File: config.mk
export PLATFORM = sky130hd
export DESIGN_NAME = supervision_timer
export DESIGN_NICKNAME = d
export VERILOG_FILES = /design/src/supervision_timer_pkg.sv /design/src/supervision_timer.sv
export SDC_FILE = /design/constraint.sdc
export NUM_CORES = 1
export LEC_CHECK = 0
export BUFFER_PORTS_ARGS = -buffer_cell sky130_fd_sc_hd__buf_2
export CELL_PAD_IN_SITES_DETAIL_PLACEMENT = 0
export CELL_PAD_IN_SITES_GLOBAL_PLACEMENT = 2
export CORE_ASPECT_RATIO = 1.4
export CORE_MARGIN = 2
export CORE_UTILIZATION = 25
export DETAILED_ROUTE_END_ITERATION = 6
export PLACE_DENSITY_LB_ADDON = 0.1
export SYNTH_ARGS = -nofsm -noshare
export SYNTH_HDL_FRONTEND = slang
export SYNTH_SLANG_ARGS = --single-unit
File: constraint.sdc
create_clock -name clk -period 3.6 [get_ports clk]
set_input_delay 0 -clock clk [delete_from_list [all_inputs] [get_ports clk]]
set_output_delay 0 -clock clk [all_outputs]
set_load 0.005 [all_outputs]
File: src/supervision_timer_pkg.sv
// Package with register map, field positions and timing constants of the supervision timer
package supervision_timer_pkg;
  // ****************************************
  // Register offsets on the plain register port
  // ****************************************
  localparam logic [1:0] CTRL_ADDR = 2'h0; // supervision_control_register
  localparam logic [1:0] CAUSE_ADDR = 2'h1; // reset_cause_register
  localparam logic [1:0] EVT_ADDR = 2'h2; // Event status, cleared by read
  localparam logic [1:0] MASK_ADDR = 2'h3; // Event mask

  // ****************************************
  // Field positions
  // ****************************************
  localparam int CTRL_IRQ_FLAG = 7;
  localparam int CTRL_IRQ_EN = 6;
  localparam int CTRL_SEL_HI = 5;
  localparam int CTRL_UNLOCK = 4;
  localparam int CTRL_RST_EN = 3;
  localparam int CTRL_SEL_LO_MSB = 2;
  localparam int CAUSE_FLAG = 3;
  localparam int EVT_IRQ = 0;
  localparam int EVT_RST = 1;
  localparam int EVT_BITS = 2;

  // ****************************************
  // Reset values and timing
  // ****************************************
  localparam logic [3:0] SEL_RESET = 4'h0;
  localparam logic [3:0] SEL_MAX = 4'h9; // Codes above are reserved
  localparam int OSC_FREQ_KHZ = 128; // Supervision oscillator rate
  localparam int SHORT_TIMEOUT_MS = 16;
  localparam int LONG_TIMEOUT_S = 8;
  localparam int BASE_TICKS = 2048; // Ticks selected by code 0
  localparam int CNT_W = 21;
  localparam int UNLOCK_CYCLES = 4; // Unlock window length in clk cycles
  localparam logic [2:0] UNLOCK_LOAD = 3'(UNLOCK_CYCLES);
endpackage

File: src/supervision_timer.sv
// Supervision timer with timed unlock, counting ticks of a separate slow oscillator
//
// Added by the designer: the placing of the registers and strobed register access.
`timescale 1ns/1ps
`default_nettype none
module supervision_timer
  import supervision_timer_pkg::*;
#(
  parameter int CNT_WIDTH = CNT_W
) (
  input wire logic clk, // System clock, 40 MHz
  input wire logic reset, // Asynchronous reset, active high
  input wire logic oscClk, // Slow oscillator, asynchronous to clk
  input wire logic alwaysOnFuse, // Fuse level, forces reset mode
  input wire logic restartCmd, // One-cycle restart instruction pulse
  input wire logic vectorAck, // One-cycle pulse, interrupt vector executed
  input wire logic [1:0] addr, // Register address
  input wire logic [7:0] wdata, // Register write data
  input wire logic wrStb, // Write strobe
  input wire logic rdStb, // Read strobe
  output logic [7:0] rdata, // Read data, valid the cycle after rdStb
  output logic timeoutIrq, // Level interrupt request to the core
  output logic sysResetReq, // One-cycle system reset pulse
  output logic irq // Level event interrupt, status ANDed with mask
);
  // ****************************************
  // Declarations
  // ****************************************
  logic [2:0] oscSync_ff;
  logic oscLvl_ff;
  logic tick;
  logic [CNT_WIDTH-1:0] cnt_ff;
  logic [CNT_WIDTH-1:0] limit;
  logic irqFlag_ff, irqEn_ff, rstEn_ff, causeFlag_ff;
  logic [3:0] sel_ff;
  logic [2:0] unlockCnt_ff;
  logic [EVT_BITS-1:0] evt_ff, mask_ff;
  logic [7:0] rdata_ff;
  logic running, expire, goReset, goIrq;
  logic rstEnEff, irqEnEff, windowOpen;
  logic ctrlWr, openWr, cfgWr, causeWr;

  // ****************************************
  // Oscillator synchroniser and tick detect
  // ****************************************
  // Three stages; a rising change counts once stages two and three agree
  always_ff @(posedge clk or posedge reset) begin
    if (reset) begin
      oscSync_ff <= 3'h0;
    end else begin
      oscSync_ff <= {oscSync_ff[1:0], oscClk};
    end
  end

  // Filtered level follows when the last two stages agree
  always_ff @(posedge clk or posedge reset) begin
    if (reset) begin
      oscLvl_ff <= 1'b0;
    end else if (oscSync_ff[1] == oscSync_ff[2]) begin
      oscLvl_ff <= oscSync_ff[2];
    end
  end

  assign tick = (oscSync_ff[1] == oscSync_ff[2]) && oscSync_ff[2] && !oscLvl_ff;

  // ****************************************
  // Mode decode and period
  // ****************************************
  // Fuse overrides the stored enables
  assign rstEnEff = alwaysOnFuse | rstEn_ff;
  assign irqEnEff = !alwaysOnFuse & irqEn_ff;
  assign running = rstEnEff | irqEnEff;
  // Reserved codes fall back to the longest period
  assign limit = (sel_ff > SEL_MAX) ? (CNT_WIDTH'(BASE_TICKS) << SEL_MAX)
                                    : (CNT_WIDTH'(BASE_TICKS) << sel_ff);
  assign expire = running && tick && (cnt_ff == limit - CNT_WIDTH'(1));
  // Interrupt only when enabled and no interrupt still pending in combined mode
  assign goIrq = expire && irqEnEff && !(rstEnEff && irqFlag_ff);
  assign goReset = expire && rstEnEff && !goIrq;

  // ****************************************
  // Register port decode
  // ****************************************
  assign ctrlWr = wrStb && (addr == CTRL_ADDR);
  assign causeWr = wrStb && (addr == CAUSE_ADDR);
  assign windowOpen = (unlockCnt_ff != 3'h0);
  assign openWr = ctrlWr && wdata[CTRL_UNLOCK] && wdata[CTRL_RST_EN];
  assign cfgWr = ctrlWr && windowOpen && !wdata[CTRL_UNLOCK];

  // ****************************************
  // Tick counter
  // ****************************************
  // Restart on command, expiry or when stopped
  always_ff @(posedge clk or posedge reset) begin
    if (reset) begin
      cnt_ff <= '0;
    end else if (restartCmd || !running || expire) begin
      cnt_ff <= '0;
    end else if (tick) begin
      cnt_ff <= cnt_ff + CNT_WIDTH'(1);
    end
  end

  // ****************************************
  // Unlock window
  // ****************************************
  // Counts down four cycles after the opening write
  always_ff @(posedge clk or posedge reset) begin
    if (reset) begin
      unlockCnt_ff <= 3'h0;
    end else if (openWr) begin
      unlockCnt_ff <= UNLOCK_LOAD;
    end else if (cfgWr) begin
      unlockCnt_ff <= 3'h0;
    end else if (windowOpen) begin
      unlockCnt_ff <= unlockCnt_ff - 3'h1;
    end
  end

  // ****************************************
  // Control bits
  // ****************************************
  // Reset enable: set freely, cleared only inside window and with cause flag clear
  always_ff @(posedge clk or posedge reset) begin
    if (reset) begin
      rstEn_ff <= 1'b0;
    end else if (causeFlag_ff || goReset) begin
      rstEn_ff <= 1'b1;
    end else if (cfgWr) begin
      rstEn_ff <= wdata[CTRL_RST_EN];
    end else if (ctrlWr && wdata[CTRL_RST_EN]) begin
      rstEn_ff <= 1'b1;
    end
  end

  // Period changes only inside the window
  always_ff @(posedge clk or posedge reset) begin
    if (reset) begin
      sel_ff <= SEL_RESET;
    end else if (cfgWr) begin
      sel_ff <= {wdata[CTRL_SEL_HI], wdata[CTRL_SEL_LO_MSB:0]};
    end
  end

  // Interrupt enable; vector execution drops it in combined mode
  always_ff @(posedge clk or posedge reset) begin
    if (reset) begin
      irqEn_ff <= 1'b0;
    end else if (vectorAck && rstEnEff && irqFlag_ff) begin
      irqEn_ff <= 1'b0;
    end else if (ctrlWr) begin
      irqEn_ff <= wdata[CTRL_IRQ_EN];
    end
  end

  // Interrupt flag: expiry wins over a clear in the same cycle
  always_ff @(posedge clk or posedge reset) begin
    if (reset) begin
      irqFlag_ff <= 1'b0;
    end else if (goIrq) begin
      irqFlag_ff <= 1'b1;
    end else if (vectorAck || (ctrlWr && wdata[CTRL_IRQ_FLAG])) begin
      irqFlag_ff <= 1'b0;
    end
  end

  // Reset cause flag, cleared by writing zero
  always_ff @(posedge clk or posedge reset) begin
    if (reset) begin
      causeFlag_ff <= 1'b0;
    end else if (goReset) begin
      causeFlag_ff <= 1'b1;
    end else if (causeWr && !wdata[CAUSE_FLAG]) begin
      causeFlag_ff <= 1'b0;
    end
  end

  // ****************************************
  // Event status and mask
  // ****************************************
  // Sticky events, read clears, a new event wins over the clear
  always_ff @(posedge clk or posedge reset) begin
    if (reset) begin
      evt_ff <= '0;
    end else begin
      evt_ff <= ((rdStb && addr == EVT_ADDR) ? '0 : evt_ff)
                | {goReset, goIrq};
    end
  end

  // Event mask register
  always_ff @(posedge clk or posedge reset) begin
    if (reset) begin
      mask_ff <= '0;
    end else if (wrStb && addr == MASK_ADDR) begin
      mask_ff <= wdata[EVT_BITS-1:0];
    end
  end

  // ****************************************
  // Read data and outputs
  // ****************************************
  // Read data stands only in the cycle after the strobe
  always_ff @(posedge clk or posedge reset) begin
    if (reset) begin
      rdata_ff <= 8'h00;
    end else if (rdStb) begin
      case (addr)
        CTRL_ADDR: rdata_ff <= {irqFlag_ff, irqEnEff, sel_ff[3], windowOpen, rstEnEff, sel_ff[2:0]};
        CAUSE_ADDR: rdata_ff <= 8'(causeFlag_ff) << CAUSE_FLAG;
        EVT_ADDR: rdata_ff <= 8'(evt_ff);
        MASK_ADDR: rdata_ff <= 8'(mask_ff);
        default: rdata_ff <= 8'h00;
      endcase
    end else begin
      rdata_ff <= 8'h00;
    end
  end

  // Reset pulse register
  always_ff @(posedge clk or posedge reset) begin
    if (reset) begin
      sysResetReq <= 1'b0;
    end else begin
      sysResetReq <= goReset;
    end
  end

  assign rdata = rdata_ff;
  assign timeoutIrq = irqFlag_ff && irqEnEff;
  assign irq = |(evt_ff & mask_ff);
endmodule
`default_nettype wire

==> qor.txt, run 1 <==
Non-Filler Instances - 451
Crit Path Class - flip-flop to flip-flop
total power - 1660 uW
most frequent cells in the layout - 49 x dfrtp_1, 42 x nor2_1, 28 x buf_2
ant diodes - 0
global-route wire length before repair - 10.9 mm
Most common cell on crit path - nor2_1
cell leakage power - 0.00132 uW
DRC Markers - 0
Max Clk Rate - 0.363 GHz
drt pass-1 iters - 4
Post-Synthesis Net Count - 295
CTS Buf Count - 5
sequential element share of the synthesized area - 46.5%
Worst setup EP type - flip-flop
Clock Path Buffers - 2
power share of the clock group - 28.0%
total die area - 11,400 sq um
Yosys Warn Count - 0
synthesis-to-finish area growth - 20.3%
RSZ-0062 raised after global routing - no
Comb pwr share - 29.8%
clock tree from TritonCTS - done
Relative slew margins - 44.9%
CP startpoint kind - flip-flop
net switching power - 562 uW
final period utilization - 76.4%
Sw Share - 33.8%
Pwr per Cell Area - 523 nW/um^2
antenna violations before repair - 0
vias - 2,060
status - complete, no violations
Layout Nets - 335
Rows - 44
critical path's largest stage delay - 0.51 ns
Worst Setup SP - sel_ff[1]
hold_buf cts - 11
Flop pwr share - 42.1%
reg2reg start - sel_ff[1]
crit-path cells - nor2_1 -> nand3b_1 -> ha_1 -> or3_1 -> a21oi_1 -> o21a_1 -> o2111ai_1 -> o31ai_4 -> buf_4 -> nor2_1
clk_skew - 0.00373 ns
#FFs+latches synth - 49
Die X-Extent - 90.8 um
ys async rst share - 100%
Critical Path RT - 3.77 ns
worst min path class - primary input to flip-flop
final max-slew violation count - 0
Worst-path clk slew - 0.07 ns
setup TNS - 0 ns
number of global-route vias before repair - 2,139
internal power - 1100 uW
Final GP Congestion - 0.724
CORE AREA - 10,300 sq um
Final Hold Fails - 0
min cycle time layout - 2.75 ns
I/O Buffers - 28
share of cells above drive strength 1 - 17.6%
WL final - 6.52 mm
Iter 0 DRT Violations - 64
post-CTS setup buffers - 0
Synth Cell Area - 2640 sq um
htree depth - 2
largest net degree at the start of global routing - 50
GRT overflow - 0
Antenna Violating Nets Remaining - 0
gr usage total - 12.2%
HP Start - wdata[6]
Ports - 29
post-synth cell types - 50
max-cap violations - 0
most common cell after layout, fill and taps aside - dfrtp_1
Final setup viols - 0
Via-to-Cell Ratio - 4.57
Hold WS - 0.00393 ns
worst-margin pin slew - 0.820 ns
Placed Cells - 432
WL/cell - 14.5 um
clock latency on the worst-skew pair - 0.29 ns
PostCTS Resize Cnt - 0
Avg Inst Size Synth - 9.70 sq um
Slowest cell on crit path - dfrtp_1
ys flop type - dfrtp_1
DIE HEIGHT - 126 um
EDFF count, synth - 0
CTS root buffer - clkbuf_16
VDD IR-drop max - 0.000191 V
Starting Density - 25.5%
crit-path max FO - 16
worst path buffer plus inverter count - 1
DP Wirelength - 4.71 mm
clock sinks - 49
Worst path top cell family by delay - simple AND/OR/NAND/NOR gates
arrival time at the worst endpoint - 2.93 ns
cells after synthesis - 272
layer usage:
metal / track usage, % / vias up / wire length, um
met5: 0 / - / 0
met4: 4.46 / 0 / 127
met3: 2.23 / 7 / 156
met2: 23.4 / 28 / 3570
met1: 13.1 / 1000 / 2670
li1: - / 1025 / -
per-stage QoR:
stage / util (%) / setup WS, ns / instance area [sq um]
floorplan: - / 1.03 / 2640
global placement: 28.3 / 0.852 / 2930
detailed placement: 28.3 / 0.831 / 2930
CTS: 30.7 / 0.806 / 3180
global route: 30.7 / 0.526 / 3180
finish: 30.7 / 0.848 / 3180
worst reg2reg max path: stages, from the launching register on:
cell and delay [ns]:
dfrtp_1 0.51, nor2_1 0.26, nand3b_1 0.11, ha_1 0.33, or3_1 0.34, a21oi_1 0.18
o21a_1 0.14, o2111ai_1 0.19, o31ai_4 0.25, buf_4 0.25, nor2_1 0.08
worst paths after layout:
kind                                      end  slack, ns  cells past startpoint
min in group asynchronous       oscSync_ff[2]       0.42                      4
max in group asynchronous           cnt_ff[6]       2.71                      4
worst max register to register      cnt_ff[7]       0.85                     10
worst min-delay path                 irqEn_ff      0.004                      3
worst min register to register  oscSync_ff[1]       0.35                      0
worst max-delay path                cnt_ff[7]       0.85                     10
state kept, by name (all words and copies together), names as in the netlist:
name and flops:
irqEn_ff 1, irqFlag_ff 1, oscLvl_ff 1, sel_ff 4, sysResetReq 1, evt_ff 2
rdata 8, causeFlag_ff 1, unlockCnt_ff 3, oscSync_ff 3, rstEn_ff 1, cnt_ff 21
mask_ff 2
cell usage after synthesis (2+ instances only):
cell / n / area share [%]
a21boi_0: 2 / 0.57
a21oi_1: 5 / 0.95
a22oi_1: 2 / 0.57
and2_1: 6 / 1.4
buf_2: 5 / 0.95
clkbuf_1: 3 / 0.43
dfrtp_1: 49 / 46
ha_1: 5 / 2.4
inv_1: 5 / 0.71
mux2_2: 9 / 3.8
mux2i_1: 4 / 1.5
nand2_1: 26 / 3.7
nand2b_1: 4 / 0.95
nand3_1: 11 / 2.1
nand3b_1: 3 / 0.85
nand4_1: 9 / 2.1
nor2_1: 42 / 6.0
nor2b_1: 6 / 1.4
nor3_1: 8 / 1.5
nor4_1: 3 / 0.71
o211ai_2: 2 / 0.95
o21a_1: 2 / 0.57
o21ai_0: 7 / 1.3
o31ai_1: 3 / 0.85
or2_1: 2 / 0.47
or2_2: 2 / 0.47
xnor2_1: 12 / 4.0
xor2_1: 13 / 4.3
power by group through the flow:
stage | sequential [uW] | combinational (uW) | clock (uW)
final | 699 | 495 | 465
after global routing | 715 | 560 | 512
after CTS | 701 | 509 | 489
after detailed placement | 711 | 487 | 0
after global placement | 712 | 491 | 0
after floorplan | 651 | 417 | 0
cell type report:
cell class	instances	area, sq um
Clock buffer	6	129
Clock inverter	2	10.0
Fill cell	1123	7170
Inverter	5	18.8
Multi-Input combinational cell	209	1350
Sequential cell	49	1230
Tap cell	138	173
Timing Repair Buffer	42	273
cells by family after synthesis:
family / after synthesis / synth area share (%)
adders and majority gates: 5 / 2.37
buffers and inverters: 14 / 2.51
and+or+nand+nor: 132 / 25.3
xor gates and xnor gates: 25 / 8.30
DFF: 49 / 46.5
AOI/OAI and AO/OA: 34 / 9.72
muxes: 13 / 5.36
Power figures use the tool's default switching activity.
==> inputs of run 2 (changes only) <==
clock period = 2.6 ns   (was 3.6 ns; I/O delays follow)
==> qor.txt, run 2 (synthesis results as in run 1) <==
status - finished with violations
failing checks - hold timing
vias - 2,068
crit-path max FO - 7
CTS root buffer - clkbuf_16
gr usage total - 12.0%
Starting Density - 25.5%
Util after Layout - 32.3%
GRT overflow - 0
Crit Path Class - flip-flop to flip-flop
Hold Path Stages - 4
worst setup path endpoint - evt_ff[0]
Via-to-Cell Ratio - 4.48
Filler Cells Inserted - 1,127
clock sinks - 49
CORE AREA - 10,300 sq um
final max-slew violation count - 0
R2R setup slack - 0.18 ns
total die area - 11,400 sq um
DRC Markers - 0
max reg flops - 21
CP startpoint kind - flip-flop
Non-Filler Instances - 462
Final Hold Fails - 1
clock latency on the worst-skew pair - 0.30 ns
number of global-route vias before repair - 2,051
max-cap violations - 0
share of cells above drive strength 1 - 21.6%
clk_skew - 0.00845 ns
min cycle time layout - 2.42 ns
synthesis-to-finish area growth - 26.5%
design area - 3340 sq um
Rows - 44
DIE HEIGHT - 126 um
VDD IR-drop max - 0.000320 V
Die X-Extent - 90.8 um
final period utilization - 92.9%
placed cell area - 3010 sq um
Iter 0 DRT Violations - 40
Clock Path Buffers - 2
r2r endpoint - evt_ff[0]
Worst setup EP type - flip-flop
met2 wire len - 3.65 mm
cell leakage power - 0.00141 uW
ant diodes - 0
WL final - 6.64 mm
Pwr per Cell Area - 794 nW/um^2
Layout Nets - 346
met3 WL - 162 um
Final GP Congestion - 0.736
setup TNS - 0 ns
reg2reg start - sel_ff[1]
most frequent cells in the layout - 49 x dfrtp_1, 41 x nor2_1, 28 x buf_2
I/O Buffers - 28
Ports - 29
Hold WS - -0.00148 ns
Metal-1 WL - 2.74 mm
most common cell after layout, fill and taps aside - dfrtp_1
Highest Signal Layer - met4
largest net degree at the start of global routing - 28
most flop-heavy register - cnt_ff
global-route wire length before repair - 10.7 mm
DP Wirelength - 4.95 mm
worst-margin pin slew - 0.641 ns
Relative slew margins - 57.2%
clock tree from TritonCTS - done
worst min path class - primary input to flip-flop
antenna violations before repair - 0
Antenna Violating Nets Remaining - 0
arrival time at the worst endpoint - 2.62 ns
RSZ-0062 raised after global routing - no
Placed Cells - 442
Max Clk Rate - 0.414 GHz
htree depth - 2
Worst Setup SP - sel_ff[1]
Worst Reg2Reg Path Length in Cells - 9
Final setup viols - 0
Critical Path RT - 2.81 ns
Worst-path clk slew - 0.07 ns
drt pass-1 iters - 4
CTS Buf Count - 5
WL/cell - 14.4 um
-- run 2: worst max-delay path, cell delays in order, from the launching register on --
cell       delay, ns
dfrtp_1         0.39
nor2_2          0.17
nand3b_1        0.11
ha_2            0.23
or3_1           0.31
a21oi_1         0.22
o21a_1          0.17
o2111ai_2       0.19
or2_4           0.31
o31ai_1         0.23
-- run 2: repair_timing --
action,4_1_cts,5_1_grt
hold buffers,12,0
gates resized for setup,2,4
endpoints found under the hold margin,39,0
pin swaps,0,1
setup endpoints to repair,5,20
buffers inserted,0,0
-- run 2: report_power, final --
| part | internal [uW] | total, uW | switching (uW) |
|---|---|---|---|
| registers | 844 | 903 | 59.5 |
| clock network | 550 | 848 | 298 |
| logic | 430 | 898 | 467 |
| total | 1820 | 2650 | 825 |
-- run 2: worst min-delay path by stage --
stage | from | endpoint | slack [ns]
2_1_floorplan | oscClk | oscSync_ff[0] | 0.03
3_3_place_gp | oscClk | oscSync_ff[0] | 0.11
3_5_place_dp | oscClk | oscSync_ff[0] | 0.11
4_1_cts | wdata[7] | irqFlag_ff | 0.004
5_1_grt | wdata[6] | irqEn_ff | 0.008
6_report | wdata[7] | irqFlag_ff | -0.001
-- run 2: metal layers --
layer	track usage, %	up-vias
met4	3.48	0
met5	0	-
met2	22.5	21
li1	-	1048
met1	13.7	994
met3	2.29	5
-- run 2: final cells by class --
cell class	instances	area, sq um	area share (%)
multi-input cells	209	1360	40.7
flip-flops and latches	49	1230	36.7
repair buffers	53	370	11.1
well taps	138	173	5.17
clock buffers	5	125	3.75
clock inverters	3	65.1	1.95
inverters	5	18.8	0.562
-- run 2: through the flow --
step / power (uW) / setup WS (ns)
6_report: 2650 / 0.185
5_1_grt: 2830 / 0.0245
4_1_cts: 2680 / 0.0389
3_5_place_dp: 1780 / -0.0454
3_3_place_gp: 1790 / -0.00211
2_1_floorplan: 1480 / 0.0336
